### src/core/ierb_pkg.sv
// Shared constants for the event record builder: timing, codes, layout and registers.
package ierb_pkg;
    // Clock rate and the merge window, a longest time that rounds down.
    localparam int CLK_MHZ = 40;
    localparam int MERGE_WINDOW_NS = 1600;
    localparam int MERGE_WINDOW_CYC = (MERGE_WINDOW_NS * CLK_MHZ) / 1000;

    // Record size.
    localparam int RECORD_BYTES = 32;
    localparam int RECORD_BITS = RECORD_BYTES * 8;

    // Event codes; zero means no record.
    localparam logic [7:0] CODE_NONE = 8'h00;
    localparam logic [7:0] CODE_UUT = 8'h01;
    localparam logic [7:0] CODE_BAD_SID = 8'h02;
    localparam logic [7:0] CODE_FETCH = 8'h03;
    localparam logic [7:0] CODE_BAD_ENTRY = 8'h04;

    // Operation classes.
    localparam logic [1:0] CLASS_CD = 2'h0;
    localparam logic [1:0] CLASS_TTD = 2'h1;
    localparam logic [1:0] CLASS_IN = 2'h2;

    // Field positions inside the 256-bit record.
    localparam int POS_CODE = 0;
    localparam int POS_SSV = 11;
    localparam int POS_SSID = 12;
    localparam int SSID_W = 20;
    localparam int POS_SID = 32;
    localparam int POS_REASON = 64;
    localparam int REASON_W = 16;
    localparam int POS_RNW = 96;
    localparam int POS_INSTR = 97;
    localparam int POS_PRIV = 98;
    localparam int POS_NONSECURE_IPA_FLAG = 100;
    localparam int POS_STAGE = 103;
    localparam int POS_CLASS = 104;
    localparam int POS_IN_ADDR = 128;
    localparam int POS_FETCH = 192;

    // Register offsets.
    localparam logic [11:0] OFF_CTRL = 12'h000;
    localparam logic [11:0] OFF_TABLE = 12'h004;
    localparam logic [11:0] OFF_COUNT = 12'h008;
    localparam logic [11:0] OFF_LAST = 12'h00c;

    // Control bits, table fields and reset values.
    localparam int CTRL_TRANS_EN = 0;
    localparam int CTRL_RECINV = 1;
    localparam int CTRL_MERGE = 2;
    localparam int CTRL_TWO_LEVEL = 3;
    localparam int TABLE_LOG2_LSB = 0;
    localparam int TABLE_SPLIT_LSB = 8;
    localparam logic [3:0] CTRL_RESET = 4'h4;
    localparam logic [5:0] LOG2_RESET = 6'h00;
    localparam logic [5:0] SPLIT_RESET = 6'h00;
endpackage

### src/core/ierb_pack.sv
// Packs the fields of one event into a 32-byte record, zeroing every undefined part.
`timescale 1ns/1ps
module ierb_pack #(
    parameter int OAS_BITS = 48,
    parameter bit REV0 = 1'b1
) (
    // Event fields.
    input wire logic [7:0] code,
    input wire logic substream_valid,
    input wire logic [19:0] ssid,
    input wire logic [31:0] sid,
    input wire logic [15:0] reason,
    input wire logic read_not_write,
    input wire logic priv,
    input wire logic instr,
    input wire logic stage,
    input wire logic [1:0] op_class,
    input wire logic nonsecure_ipa_flag,
    input wire logic [63:0] in_addr,
    input wire logic [63:0] fetch_addr,
    // Packed record.
    output logic [ierb_pkg::RECORD_BITS-1:0] record
);
    logic [63:0] fa;
    logic is_uut;
    logic is_fetch;

    // Address bits above the output size are dropped to zero rather than left unknown.
    always_comb begin
        fa = fetch_addr;
        for (int i = 0; i < 64; i++) begin
            if (i >= OAS_BITS) begin
                fa[i] = 1'b0;
            end
        end
        if (REV0) begin
            fa[51:48] = 4'h0;
        end
    end

    assign is_uut = (code == ierb_pkg::CODE_UUT);
    assign is_fetch = (code == ierb_pkg::CODE_FETCH);

    // Start from zero so any bit without a field stays clear.
    always_comb begin
        record = '0;
        record[ierb_pkg::POS_CODE +: 8] = code;
        record[ierb_pkg::POS_SID +: 32] = sid;
        record[ierb_pkg::POS_SSV] = substream_valid;
        if (substream_valid) begin
            record[ierb_pkg::POS_SSID +: ierb_pkg::SSID_W] = ssid;
        end
        if (is_uut || is_fetch) begin
            record[ierb_pkg::POS_REASON +: ierb_pkg::REASON_W] = reason;
        end
        if (is_uut) begin
            record[ierb_pkg::POS_RNW] = read_not_write;
            record[ierb_pkg::POS_PRIV] = priv;
            record[ierb_pkg::POS_INSTR] = instr;
            record[ierb_pkg::POS_STAGE] = stage;
            record[ierb_pkg::POS_CLASS +: 2] = (op_class == 2'h3) ? 2'h0 : op_class;
            record[ierb_pkg::POS_NONSECURE_IPA_FLAG] = nonsecure_ipa_flag;
            record[ierb_pkg::POS_IN_ADDR +: 64] = in_addr;
        end
        if (is_fetch) begin
            record[ierb_pkg::POS_FETCH +: 64] = fa;
        end
    end
endmodule

### src/core/ierb_top.sv
// Event record builder: classifies pre-entry events, packs, merges and hands records out.
//
// The APB interface to the registers and the register offsets are this design's own decisions.
`timescale 1ns/1ps
module ierb_top #(
    parameter int OAS_BITS = 48,
    parameter bit REV0 = 1'b1,
    parameter int SPAN_RESERVED = 12,
    parameter int MERGE_CYC = ierb_pkg::MERGE_WINDOW_CYC
) (
    // Clock and reset.
    input wire logic pclk,
    input wire logic presetn,
    // APB slave.
    input wire logic [11:0] paddr,
    input wire logic psel,
    input wire logic penable,
    input wire logic pwrite,
    input wire logic [31:0] pwdata,
    output logic [31:0] prdata,
    output logic pready,
    output logic pslverr,
    // Event request from the translation front end.
    input wire logic evt_valid,
    output logic evt_ready,
    input wire logic evt_unsupported,
    input wire logic [15:0] evt_reason,
    input wire logic evt_secure,
    input wire logic [31:0] evt_source_identifier,
    input wire logic evt_substream_valid,
    input wire logic [19:0] evt_sub_stream_identifier,
    input wire logic evt_read_not_write,
    input wire logic evt_priv_in,
    input wire logic evt_instr_in,
    input wire logic evt_priv_ovr,
    input wire logic evt_instr_ovr,
    input wire logic [63:0] evt_input_address,
    input wire logic evt_fault_stage,
    input wire logic [1:0] evt_op_class,
    input wire logic evt_stage1_ns,
    input wire logic evt_stall,
    input wire logic evt_level1_fetched,
    input wire logic [4:0] evt_level1_span,
    input wire logic evt_fetch_abort,
    input wire logic [63:0] evt_fetch_address,
    input wire logic evt_entry_invalid,
    input wire logic evt_merge_events_enable,
    // Record toward the event queue writer.
    output logic rec_valid,
    input wire logic rec_ready,
    output logic rec_secure,
    output logic [ierb_pkg::RECORD_BITS-1:0] rec_data
);
    initial begin
        if (OAS_BITS < 32 || OAS_BITS > 64 || MERGE_CYC < 1 || MERGE_CYC > 65535) begin
            $error("ierb_top: parameter out of range");
        end
    end

    logic [3:0] ctrl;
    logic [5:0] table_size_log2;
    logic [5:0] split;
    logic [15:0] issued_count;
    logic [15:0] merged_count;
    logic [15:0] window;
    logic apb_access;
    logic apb_commit;
    logic [31:0] rd_word;
    logic rd_ok;
    logic accept;
    logic [7:0] next_code;
    logic [32:0] sid_ext;
    logic [32:0] low_bits;
    logic sid_over;
    logic span_bad;
    logic low_over;
    logic l1_bad;
    logic sel_priv;
    logic sel_instr;
    logic nonsecure_ipa_flag;
    logic [ierb_pkg::RECORD_BITS-1:0] packed_rec;
    logic same_rec;
    logic merge_ok;
    logic merge_hit;
    logic issue;

    // APB access phase; the answer comes one cycle after penable rises.
    assign apb_access = psel && penable && !pready;
    assign apb_commit = psel && penable && pready;

    // Read decode; an unmapped offset answers zero with an error.
    always_comb begin
        rd_word = 32'h0000_0000;
        rd_ok = 1'b1;
        unique case (paddr)
            ierb_pkg::OFF_CTRL: rd_word[3:0] = ctrl;
            ierb_pkg::OFF_TABLE: begin
                rd_word[ierb_pkg::TABLE_LOG2_LSB +: 6] = table_size_log2;
                rd_word[ierb_pkg::TABLE_SPLIT_LSB +: 6] = split;
            end
            ierb_pkg::OFF_COUNT: rd_word = {merged_count, issued_count};
            ierb_pkg::OFF_LAST: rd_word = {23'h000000, rec_secure, rec_data[7:0]};
            default: rd_ok = 1'b0;
        endcase
    end

    // Bus answer registers, so every bus output comes from a flop.
    always_ff @(posedge pclk or negedge presetn) begin
        if (!presetn) begin
            pready <= 1'b0;
            pslverr <= 1'b0;
            prdata <= 32'h0000_0000;
        end else begin
            pready <= apb_access;
            pslverr <= apb_access && !rd_ok;
            prdata <= (apb_access && !pwrite) ? rd_word : 32'h0000_0000;
        end
    end

    // Configuration writes land only at the completing edge.
    always_ff @(posedge pclk or negedge presetn) begin
        if (!presetn) begin
            ctrl <= ierb_pkg::CTRL_RESET;
            table_size_log2 <= ierb_pkg::LOG2_RESET;
            split <= ierb_pkg::SPLIT_RESET;
        end else if (apb_commit && pwrite) begin
            if (paddr == ierb_pkg::OFF_CTRL) begin
                ctrl <= pwdata[3:0];
            end
            if (paddr == ierb_pkg::OFF_TABLE) begin
                table_size_log2 <= pwdata[ierb_pkg::TABLE_LOG2_LSB +: 6];
                split <= pwdata[ierb_pkg::TABLE_SPLIT_LSB +: 6];
            end
        end
    end

    // Stream identifier range checks; 33 bits keep a full 32-bit table size legal.
    always_comb begin
        sid_ext = {1'b0, evt_source_identifier};
        sid_over = sid_ext >= (33'h1 << table_size_log2);
        low_bits = sid_ext & ((33'h1 << split) - 33'h1);
        span_bad = (evt_level1_span == 5'h00)
            || ({27'h0, evt_level1_span} >= SPAN_RESERVED)
            || ({2'h0, evt_level1_span} > ({1'b0, split} + 7'h01));
        low_over = (evt_level1_span != 5'h00)
            && (low_bits >= (33'h1 << (evt_level1_span - 5'h01)));
        l1_bad = ctrl[ierb_pkg::CTRL_TWO_LEVEL] && evt_level1_fetched
            && (span_bad || low_over);
    end

    // Event selection in priority order; an unsupported type wins even when disabled.
    always_comb begin
        next_code = ierb_pkg::CODE_NONE;
        if (evt_unsupported) begin
            next_code = ierb_pkg::CODE_UUT;
        end else if (!ctrl[ierb_pkg::CTRL_TRANS_EN]) begin
            next_code = ierb_pkg::CODE_NONE;
        end else if (sid_over || l1_bad) begin
            if (ctrl[ierb_pkg::CTRL_RECINV]) begin
                next_code = ierb_pkg::CODE_BAD_SID;
            end
        end else if (evt_fetch_abort) begin
            next_code = ierb_pkg::CODE_FETCH;
        end else if (evt_entry_invalid) begin
            next_code = ierb_pkg::CODE_BAD_ENTRY;
        end
    end

    // Attribute selection and the secure-only stage-two IPA flag.
    assign sel_priv = (next_code == ierb_pkg::CODE_UUT) ? evt_priv_in : evt_priv_ovr;
    assign sel_instr = (next_code == ierb_pkg::CODE_UUT) ? evt_instr_in : evt_instr_ovr;
    assign nonsecure_ipa_flag = evt_secure && evt_fault_stage && evt_stage1_ns;

    ierb_pack #(
        .OAS_BITS(OAS_BITS),
        .REV0(REV0)
    ) u_pack (
        .code(next_code),
        .substream_valid(evt_substream_valid),
        .ssid(evt_sub_stream_identifier),
        .sid(evt_source_identifier),
        .reason(evt_reason),
        .read_not_write(evt_read_not_write),
        .priv(sel_priv),
        .instr(sel_instr),
        .stage(evt_fault_stage),
        .op_class(evt_op_class),
        .nonsecure_ipa_flag(nonsecure_ipa_flag),
        .in_addr(evt_input_address),
        .fetch_addr(evt_fetch_address),
        .record(packed_rec)
    );

    // Merge decision; the whole packed record is compared, so every field must match.
    // The four pre-entry codes ignore the stream's merge enable, as no entry exists yet.
    assign accept = evt_valid && evt_ready;
    assign same_rec = (packed_rec == rec_data) && (evt_secure == rec_secure);
    assign merge_ok = ctrl[ierb_pkg::CTRL_MERGE] && !evt_stall
        && ((next_code <= ierb_pkg::CODE_BAD_ENTRY) || evt_merge_events_enable);
    assign merge_hit = merge_ok && same_rec && (window != 16'h0000);
    assign issue = accept && (next_code != ierb_pkg::CODE_NONE) && !merge_hit;

    // One-record slot; the source stalls while the queue writer holds it off.
    always_ff @(posedge pclk or negedge presetn) begin
        if (!presetn) begin
            rec_valid <= 1'b0;
            evt_ready <= 1'b0;
        end else if (issue) begin
            rec_valid <= 1'b1;
            evt_ready <= 1'b0;
        end else if (rec_valid && rec_ready) begin
            rec_valid <= 1'b0;
            evt_ready <= 1'b1;
        end else begin
            evt_ready <= !rec_valid;
        end
    end

    // Record and its queue selection; held after hand-off as the merge reference.
    always_ff @(posedge pclk or negedge presetn) begin
        if (!presetn) begin
            rec_data <= '0;
            rec_secure <= 1'b0;
        end else if (issue) begin
            rec_data <= packed_rec;
            rec_secure <= evt_secure;
        end
    end

    // Merge window: events further apart than this are written separately.
    always_ff @(posedge pclk or negedge presetn) begin
        if (!presetn) begin
            window <= 16'h0000;
        end else if (issue) begin
            window <= 16'(MERGE_CYC);
        end else if (window != 16'h0000) begin
            window <= window - 16'h0001;
        end
    end

    // Counters wrap silently; software reads them as a difference.
    always_ff @(posedge pclk or negedge presetn) begin
        if (!presetn) begin
            issued_count <= 16'h0000;
            merged_count <= 16'h0000;
        end else begin
            if (issue) begin
                issued_count <= issued_count + 16'h0001;
            end
            if (accept && (next_code != ierb_pkg::CODE_NONE) && merge_hit) begin
                merged_count <= merged_count + 16'h0001;
            end
        end
    end
endmodule

### config.mk
export PLATFORM = sky130hd
export DESIGN_NAME = ierb_top
export DESIGN_NICKNAME = d
export VERILOG_FILES = /design/src/core/ierb_pkg.sv /design/src/core/ierb_pack.sv /design/src/core/ierb_top.sv
export SDC_FILE = /design/constraint.sdc
export NUM_CORES = 1
export LEC_CHECK = 0
export BUFFER_PORTS_ARGS = -buffer_cell sky130_fd_sc_hd__buf_4
export CORE_AREA = 2 2 216 218
export DETAILED_ROUTE_END_ITERATION = 10
export DIE_AREA = 0 0 218 220
export PLACE_DENSITY = 0.85
export REMOVE_ABC_BUFFERS = 1
export SYNTH_ARGS = -nofsm -noshare
export SYNTH_HDL_FRONTEND = slang
export SYNTH_HIERARCHICAL = 1
export SYNTH_SLANG_ARGS = --single-unit
### constraint.sdc
create_clock -name pclk -period 11.1 [get_ports pclk]
set_clock_uncertainty 0.1 [all_clocks]
set_input_delay 0.555 -clock pclk [delete_from_list [all_inputs] [get_ports pclk]]
set_output_delay 0.555 -clock pclk [all_outputs]
set_load 0.03 [all_outputs]
# == Word level (Yosys, flattened, before mapping) ==
# Cells that the tools add are included.
# totals
reg_bits,313
output_inout_bits,293
word_cells,106
# op_classes
add_sub_neg,6
n_lt_le_gt_ge,5
n_eq_ne,8
n_shift,3
mux,27
n_bitwise,1
n_reduce_logical,43
# ops
operator,n
== test 212 bit,1
<< shifter 1 x 6 -> 33 bit (first input constant),2
2-to-1 mux 64 bit,1
2-to-1 mux 16 bit,3
2-to-1 mux 48 bit,1
AND 32 x 33 -> 33 bit,1
>= comparator 32 x 33 -> 1 bit,1
>= comparator 33 bit,1
<< shifter 1 x 5 -> 33 bit (first input constant),1
subtractor 33 x 1 -> 33 bit (second input constant),1
adder 16 x 1 -> 16 bit (second input constant),2
2-to-1 mux 32 bit,1
== test 12 x 4 -> 1 bit (second input constant),2
2-to-1 mux 8 bit,3
logical AND 1 bit,21
2-to-1 mux 20 bit,1
2-to-1 mux 18 bit,1
case mux 6 bit (3 select lines),1
case mux 4 bit (4 select lines),1
nonzero test 16 bit,1
subtractor 16 x 1 -> 16 bit (second input constant),1
== test 12 x 3 -> 1 bit (second input constant),1
logical NOT 12 bit,1
2-to-1 mux 3 bit,4
21 further kinds,39

# == Depth between registers and ports, before layout ==
# Gate-level depths: netlist of run 1.
# logic_depth
word_depth,21
ltp_mapped,38
ltp_nobuf,31

# == Modules after synthesis ==
# Netlist of run 1, hierarchy kept.
# modules_own_cells
module,instances,cells_per_inst,area_per_inst_um2,seq_area_each_um2
ierb_top,1,1936,20808.7,8934.8
ierb_pack,1,427,2542.4,0.0

# == Least setup slack after synthesis of run 1 ==
# Ideal clock, no wire load.
# synth_timing
path_type,reg2reg
startpoint,register split[2]
endpoint,register issued_count[1]
setup_ns,0.125
t_arrival_ns,7.817
slack_ns,3.058
path_stages_with_launch,38
path_buffers,7
synth_period_minus_slack_ns,8.042
cell_sequence,dfrtp_1 -> clkbuf_1 -> inv_1 -> ha_1 -> or4_1 -> o21ai_0 -> nand2_1 -> o21bai_1 -> nor2_1 -> nand2_1 -> nor3_1 -> nor2_1 -> o21a_1 -> ha_1 -> nand3_1 -> or3_1 -> nand3b_1 -> a21oi_1 -> [2 not listed] -> mux2i_1 -> nor2_1 -> or4b_1 -> buf_2 -> buf_1 -> nor3_2 -> inv_1 -> a2111o_1 -> nor4_1 -> nand4_1 -> nor4_1 -> and4_4 -> or4_1 -> clkbuf_1 -> buf_6 -> buf_6 -> buf_6 -> mux2_4
# synth_lines
item,line_no,source
"start, declared",ierb_top.sv:62,logic [5:0] split;
"start signal, assigned",ierb_top.sv:125,split <= ierb_pkg::SPLIT_RESET;
"start signal, assigned",ierb_top.sv:132,split <= pwdata[ierb_pkg::TABLE_SPLIT_LSB +: 6];
<< shifter 1 x 6 -> 33 bit,ierb_top.sv:141,low_bits = sid_ext & ((33'h1 << split) - 33'h1);
subtractor 33 x 1 -> 33 bit,ierb_top.sv:141,
AND 32 x 33 -> 33 bit,ierb_top.sv:141,
>= comparator 33 bit,ierb_top.sv:146,&& (low_bits >= (33'h1 << (evt_level1_span - 5'h01)));
logical AND 1 bit,ierb_top.sv:146,
logical OR 1 bit (*),ierb_top.sv:148,&& (span_bad || low_over);
logical AND 1 bit (*),ierb_top.sv:148,
logical OR 1 bit (*),ierb_top.sv:158,end else if (sid_over || l1_bad) begin
[3 not listed],-,
via next_code[1],ierb_top.sv:71,logic [7:0] next_code;
== test 8 x 1 -> 1 bit (*),"ierb_pack.sv:41, ierb_top.sv:171",
2-to-1 mux 3 bit (*),ierb_pack.sv:56,if (is_uut) begin
"via packed_rec, one bit",ierb_top.sv:81,logic [ierb_pkg::RECORD_BITS-1:0] packed_rec;
== test 212 bit (*),ierb_top.sv:197,assign same_rec = (packed_rec == rec_data) && (evt_secure == rec_secure);
logical AND 1 bit (*),ierb_top.sv:197,
logical AND 1 bit (*) (2 in a row),ierb_top.sv:200,assign merge_hit = merge_ok && same_rec && (window != 16'h0000);
logical NOT 1 bit (*),ierb_top.sv:201,assign issue = accept && (next_code != ierb_pkg::CODE_NONE) && !merge_hit;
logical AND 1 bit (*),ierb_top.sv:201,
"end signal, assigned",ierb_top.sv:248,issued_count <= issued_count + 16'h0001;
"end, declared",ierb_top.sv:63,logic [15:0] issued_count;
# The timed path passes the listed nets; every way through them passes the cells marked *.
# A chain may end at the register's enable or synchronous reset.

# == Worst setup path after layout of run 1 ==
# layout_timing
startpoint,register split[0]
endpoint,register rec_data[138] in the netlist's numbering
# layout_lines
item,line_no,source
<< shifter 1 x 6 -> 33 bit,ierb_top.sv:141,
subtractor 33 x 1 -> 33 bit,ierb_top.sv:141,
AND 32 x 33 -> 33 bit,ierb_top.sv:141,
>= comparator 33 bit,ierb_top.sv:146,
logical AND 1 bit,ierb_top.sv:146,
logical OR 1 bit (*),ierb_top.sv:148,
logical AND 1 bit (*),ierb_top.sv:148,
logical OR 1 bit (*),ierb_top.sv:158,
[3 not listed],-,
via next_code[1],ierb_top.sv:71,
== test 8 x 1 -> 1 bit (*),ierb_pack.sv:41,assign is_uut = (code == ierb_pkg::CODE_UUT);
2-to-1 mux 64 bit (*),ierb_pack.sv:56,
"via packed_rec, one bit",ierb_top.sv:81,
== test 212 bit (*),ierb_top.sv:197,
logical AND 1 bit (*),ierb_top.sv:197,
logical AND 1 bit (*) (2 in a row),ierb_top.sv:200,
logical NOT 1 bit (*),ierb_top.sv:201,
logical AND 1 bit (*),ierb_top.sv:201,
"end signal, assigned",ierb_top.sv:225,rec_data <= packed_rec;
"end, declared",ierb_top.sv:52,output logic [ierb_pkg::RECORD_BITS-1:0] rec_data
# Marked as above.

==> run_results.csv, run 1 <==
group,metric,value,unit
timing,worst_slew_pin_slew,1.059,ns
clocking,cts_root_buffer,"clkbuf_16",
timing,final_max_slew_viol_count,0,
finish,finish.net_count,3180,
critical_path,crit_start,"split[0]$_DFFE_PN0P_",
grt,grt_pass1_vias,20120,
route,postRouteWirelength,78430,microns
power,ir_drop,0.0001024,V
synthesis,yosys.area.top_type,"dfrtp_1",
critical_path,worstRegToRegCells,31,
route,postRouteAntennaNets,0,
status,outcome,"finished, final reports clean",
critical_path,required,11.44,ns
timing,tns,0,ns
clocking,post_cts_resized,0,
finish,fill_cells,3674,
critical_path,critPathSlowestCell,"or4b_4",
clocking,post-cts-setup-buffers,0,
timing,max_freq,96.58,MHz
timing,setup_viol,0,
die,fp.dieW,218,microns
clocking,cts_buffers,41,
clocking,clkTransAtPathRegs,0.06,ns
synthesis,synth_edf_count,0,
critical_path,crit_end,"rec_data[138]$_DFFE_PN0P_",
critical_path,regToRegSetupSlack,0.75,ns
placed_design,numPortBuffers,524,
clocking,clock_path_buffers,3,
die,dieHeight,220,microns
timing,rsz0062_at_grt,"false",
die,dieArea,47960,sq um
clocking,htreeDepth,2,
finish,multi_input_area,12590,sq um
synthesis,ys_ff_latch,357,
grt,grt-ovfl-total,0,
critical_path,worstReg2RegStart,"split[0]$_DFFE_PN0P_",
synthesis,synthTopCellsByArea,"dfrtp_1 38%, mux2_2 6.7%, mux2_4 6.4%",
critical_path,startpoint_type,"register",
synthesis,synth_top_area_frac,0.3815,
critical_path,crit_arrival,10.70,ns
grt,grt_max_degree,160,
critical_path,cpPeakStageDelay,0.80,ns
route,via_count,19750,
synthesis,async_reset_ff_frac,1.000,
synthesis,synthesis.area,23350,sq um
die,core-area,45860,sq um
clocking,clk_latency,0.58,ns
placed_design,hpwl,60210,microns
synthesis,synth.distinct_cells,73,
timing,hold_viol_final,0,
grt,antenna_found_initial,4,
grt,grt_pass1_wl,117500,microns
clocking,cts.sinks,357,
finish,areaGrowthSynthToFinish,23.16,%
power,p_per_area,147.3,nW/um^2
route,dr.pass1.iters,7,
synthesis,synth_seq_area_share,0.3826,
synthesis,syn_area_per_cell,9.882,sq um
finish,layout-drive-gt1-share,0.3251,
timing,period_minus_slack,10.35,ns
critical_path,cpMostUsedCell,"a21o_1",
critical_path,path_class,"reg -> reg",
power,p_leak,14.35,nW
route,viasPerCell,5.694,
job,maxCapViolCount,0,
clocking,cts_tree,"built",
timing,max_slew_margin,0.2928,
critical_path,reg2reg_to,"rec_data[138]$_DFFE_PN0P_",
timing,post-route-period-util,0.9328,
finish,antenna_cells,0,
finish,regArea,8935,sq um
route,drc,0,
placed_design,gp_congestion,1.001,
hold_path,hold_class,"in -> async",
route,routedWlPerCell,22.62,microns
synthesis,ys.flop_type,"dfrtp_1",
finish,finalCoreUtilization,0.6271,
clocking,postCtsHoldBufs,0,
die,initial_core_util,0.5091,
critical_path,critPathCaptureType,"register",
route,drt_iter0_markers,1832,
synthesis,synthCells,2363,
die,rows,79,
grt,grtUsageTotal,0.3215,
synthesis,yosysWarnings,6,
die,ios,562,
critical_path,crit_fanout,79,
[cell usage after synthesis, types with 18 or more instances]
master	instances
nor4_1	44
xnor2_1	117
buf_4	101
inv_1	218
mux2_2	139
nand3_1	32
xor2_1	65
buf_6	18
nor3_2	51
ha_1	79
nand4_1	52
buf_2	26
and2_1	67
nand2b_1	74
dfrtp_1	356
a21oi_1	32
o21ai_0	61
clkbuf_1	43
o22ai_1	20
o2111ai_1	26
a2111o_1	30
nor2_1	65
nor3_1	110
nand2_1	166
nor2b_1	112
mux2_4	100
[where the power goes]
| part | internal (W) | leakage, nW | switching (W) |
|---|---|---|---|
| Sequential | 0.00145 | 4.70 | 0.000174 |
| Clock | 0.000852 | 0.677 | 0.000560 |
| Combinational | 0.000518 | 8.97 | 0.000683 |
| Total | 0.00282 | 14.4 | 0.00142 |
[flip-flops by register name, indices dropped and copies added (netlist names)]
name             count
prdata              32
split                6
issued_count        16
ctrl                 4
window              16
pready               1
rec_secure           1
rec_valid            1
table_size_log2      6
merged_count        16
evt_ready            1
rec_data           256
pslverr              1
[worst min path at each step]
stage | from | to | slack [ns] | cells after the start
5_1_grt | pwdata[10] | split[2]$_DFFE_PN0P_ | 0.11 | 3
2_1_floorplan | presetn | ctrl[0]$_DFFE_PN0P_ | 0.16 | 0
6_report | presetn | prdata[26]$_DFF_PN0_ | 0.04 | 1
3_3_place_gp | merged_count[15]$_DFFE_PN0P_ | merged_count[15]$_DFFE_PN0P_ | 0.35 | 1
4_1_cts | presetn | prdata[26]$_DFF_PN0_ | 0.06 | 1
3_5_place_dp | issued_count[15]$_DFFE_PN0P_ | issued_count[15]$_DFFE_PN0P_ | 0.36 | 1
[stage by stage]
step / setup slack, ns / cells / total power, W / hold slack (ns) / cell area (sq um)
final: 0.7459 / 3468 / 0.004237 / 0.03806 / 28760
after global placement: 0.9785 / 3396 / 0.002784 / 0.3518 / 27360
after global routing: 0.3050 / 3468 / 0.004397 / 0.1105 / 28760
after CTS: 0.8376 / 3468 / 0.004245 / 0.05925 / 28760
after floorplan: -6.160 / 2233 / 0.002332 / 0.1594 / 22320
after detailed placement: 0.8609 / 3396 / 0.002828 / 0.3571 / 27360
[worst max-delay path: cells and delay by family, from the launching register on]
family | cells | cell delay [ns]
adder cells (fa/ha/maj) | 2 | 0.76
AO/OA/AOI/OAI | 11 | 3.15
flip-flops | 1 | 0.41
AND/OR/NAND/NOR | 13 | 4.15
buffers and inverters | 3 | 0.87
multiplexers | 2 | 0.60
[cells in the final DEF, fill, tap and decap left out, types with 8 or more instances in the layout]
cell type / synthesis / routed
buf_4: 101 / 549
dfrtp_1: 356 / 356
inv_1: 218 / 218
nand2_1: 166 / 166
mux2_2: 139 / 139
xnor2_1: 117 / 117
nor2b_1: 112 / 112
nor3_1: 110 / 110
mux2_4: 100 / 100
ha_1: 79 / 79
nand2b_1: 74 / 74
conb_1: 2 / 72
and2_1: 67 / 67
nor2_1: 65 / 65
xor2_1: 65 / 65
o21ai_0: 61 / 61
nand4_1: 52 / 52
nor3_2: 51 / 51
nor4_1: 44 / 44
clkbuf_16: 0 / 42
a21oi_1: 32 / 32
nand3_1: 32 / 32
a2111o_1: 30 / 30
o2111ai_1: 26 / 26
o22ai_1: 20 / 20
a21boi_0: 14 / 14
and3_1: 14 / 14
a21o_1: 11 / 11
clkbuf_1: 43 / 11
clkbuf_8: 0 / 9
a22oi_1: 8 / 8
[kinds of logic (layout without fill, tap and decap cells)]
family,after synthesis,count (layout),synth area share
multiplexers,246,246,0.1365
AO/OA/AOI/OAI,251,251,0.07769
XOR/XNOR,182,182,0.06826
flip-flops,357,357,0.3826
adder cells (fa/ha/maj),79,79,0.04233
buffers and inverters,418,846,0.09061
AND/OR/NAND/NOR,828,828,0.2017
other,2,72,0.0003216
[cell type report]
class                           count  area share
Sequential cell                   357      0.3107
Inverter                          218     0.02845
Clock buffer                       62     0.04229
Timing Repair Buffer              556      0.1480
Multi-Input combinational cell   1658      0.4379
Clock inverter                     10    0.006308
Tap cell                          607     0.02641
[metal layers]
layer / wire, microns / GRT usage
met1: 30450 / 0.3915
met3: 5794 / 0.05769
met2: 37580 / 0.5419
met5: 13 / 0
met4: 4595 / 0.1735
Note: power is estimated with default switching activity, not from simulation.
==> run 2: changes to the inputs <==
- CTS_BUF_LIST: unset -> sky130_fd_sc_hd__clkbuf_4
==> run_results.csv, run 2 (synthesized netlist as in run 1, its figures left out) <==
group,metric,value,unit
route,viasPerCell,5.672,
job,maxCapViolCount,0,
timing,max_slew_margin,0.2262,
critical_path,critPathSlowestCell,"or4b_4",
grt,antenna_found_initial,2,
power,power.switching,0.001465,W
placed_design,hpwl,60210,microns
placed_design,placed_area,27360,sq um
timing,worst_slew_pin_slew,1.158,ns
die,initial_core_util,0.5091,
hold_path,hp-start,"paddr[10]",
grt,grt_max_degree,160,
critical_path,required,11.70,ns
route,dr.pass1.iters,5,
power,p_leak,14.85,nW
finish,layout-drive-gt1-share,0.3351,
timing,final_max_slew_viol_count,0,
timing,rsz0062_at_grt,"false",
power,clockPowerShare,0.301,
finish,finalCoreUtilization,0.6460,
timing,hold_viol_final,0,
clocking,post-cts-setup-buffers,0,
power,sw_frac_of_total,0.3581,
route,drt_iter0_markers,1775,
critical_path,cpMostUsedCell,"a21o_1",
route,postRouteAntennaNets,0,
finish,finish.net_count,3336,
power,seq_power_share,0.397,
grt,grt_pass1_vias,21280,
critical_path,startpoint_type,"register",
grt,grt_pass1_wl,122000,microns
finish,areaGrowthSynthToFinish,26.88,%
critical_path,path_class,"reg -> reg",
route,drc,0,
die,dieHeight,220,microns
critical_path,worstRegToRegCells,32,
finish,design_area,29630,sq um
route,via_count,20820,
hold_path,whs_endpoint,"pslverr$_DFF_PN0_",
timing,max_freq,95.55,MHz
clocking,cts_root_buffer,"clkbuf_4",
clocking,cts_tree,"built",
clocking,postCtsHoldBufs,100,
die,fp.dieW,218,microns
power,power_frac_comb,0.302,
critical_path,crit_arrival,11.06,ns
critical_path,crit_fanout,79,
route,postRouteWirelength,81920,microns
timing,period_minus_slack,10.47,ns
die,ios,562,
placed_design,numPortBuffers,524,
hold_path,whs_path_depth,4,
grt,grtUsageTotal,0.3356,
route,routedWlPerCell,22.32,microns
clocking,clock_path_buffers,3,
die,core-area,45860,sq um
critical_path,critPathCaptureType,"register",
finish,final_cell_mix,"549 x buf_4, 356 x dfrtp_1, 218 x inv_1",
clocking,clk_latency,0.93,ns
timing,post-route-period-util,0.9429,
grt,grt-ovfl-total,0,
clocking,post_cts_resized,0,
finish,fin_cells,3670,
critical_path,regToRegSetupSlack,0.63,ns
critical_path,worstReg2RegStart,"split[1]$_DFFE_PN0P_",
power,p_per_area,138.1,nW/um^2
timing,setup_viol,0,
finish,largestRegisters,"rec_data x256, prdata x32",
clocking,cts_buffers,97,
power,p_int,0.002627,W
critical_path,reg2reg_to,"rec_data[175]$_DFFE_PN0P_",
clocking,cts.sinks,357,
placed_design,dp_cells,3396,
hold_path,hold_class,"in -> reg",
clocking,htreeDepth,3,
placed_design,gp_congestion,1.001,
finish,largest_register_ffs,256,
finish,final_common_cell,"buf_4",
status,outcome,"finished, final reports clean",
die,rows,79,
finish,top_register,"rec_data",
timing,holdWs,0.05865,ns
die,dieArea,47960,sq um
critical_path,cpPeakStageDelay,0.81,ns
clocking,clkTransAtPathRegs,0.08,ns
power,ir_drop,0.00009126,V
[run 2: cell count changes in the layout (fill, tap and decap cells not counted), sizes merged]
| cell | previous run | this run |
|---|---|---|
| clkbuf | 62 | 150 |
| diode | 0 | 1 |
| clkinv | 3 | 18 |
| dlygate4sd3 | 0 | 100 |
| bufinv | 4 | 1 |
| inv | 219 | 221 |
| clkinvlp | 2 | 1 |
[run 2: area by class of cell]
class,instances,area (sq um)
fill,3515,16240
multi-input combinational,1658,12590
sequential,357,8935
timing repair buffer,656,5258
clock buffer,150,1126
inverter,218,818.3
tap,607,759.5
clock inverter,23,136.4
antenna,1,2.502
[run 2: metal layers]
metal,track usage,up-vias,routed length [microns]
met4,0.2009,0,4911
met3,0.07108,270,6074
met2,0.5683,1048,39550
met5,0,-,0
li1,-,9278,-
met1,0.3919,10220,31390
[run 2: worst max path at each step]
stage,startpoint,to,slack [ns],cells past startpoint
after floorplan,split[2]$_DFFE_PN0P_,rec_valid$_DFFE_PN0P_,-6.16,28
after global placement,split[0]$_DFFE_PN0P_,rec_data[138]$_DFFE_PN0P_,0.98,32
after detailed placement,split[0]$_DFFE_PN0P_,rec_data[138]$_DFFE_PN0P_,0.86,31
after CTS,split[1]$_DFFE_PN0P_,rec_data[175]$_DFFE_PN0P_,0.84,31
after global routing,split[1]$_DFFE_PN0P_,rec_data[175]$_DFFE_PN0P_,0.29,32
final,split[1]$_DFFE_PN0P_,rec_data[175]$_DFFE_PN0P_,0.63,32
[run 2: critical path, delay by kind of cell, from the launching register on]
family / cells / cell delay, ns
and+or+nand+nor: 13 / 4.23
adders and majority gates: 2 / 0.73
xor gates and xnor gates: 1 / 0.19
DFF: 1 / 0.46
buffers and inverters: 4 / 1.06
AOI/OAI and AO/OA: 10 / 2.75
muxes: 2 / 0.60
[run 2: stage by stage]
| stage | setup TNS (ns) | worst slack (ns) | total power (W) |
|---|---|---|---|
| 6_report | 0 | 0.6337 | 0.004092 |
| 3_5_place_dp | 0 | 0.8609 | 0.002828 |
| 2_1_floorplan | -1648.59 | -6.160 | 0.002332 |
| 5_1_grt | 0 | 0.2865 | 0.004270 |
| 3_3_place_gp | 0 | 0.9785 | 0.002784 |
| 4_1_cts | 0 | 0.8449 | 0.004094 |
[run 2: power by group through the flow]
stage | clock network, W | registers, W | logic [W]
after CTS | 0.00125 | 0.00162 | 0.00122
after global placement | 0 | 0.00162 | 0.00116
after detailed placement | 0 | 0.00164 | 0.00119
final | 0.00123 | 0.00162 | 0.00124
after floorplan | 0 | 0.00182 | 0.000507
after global routing | 0.00132 | 0.00164 | 0.00130
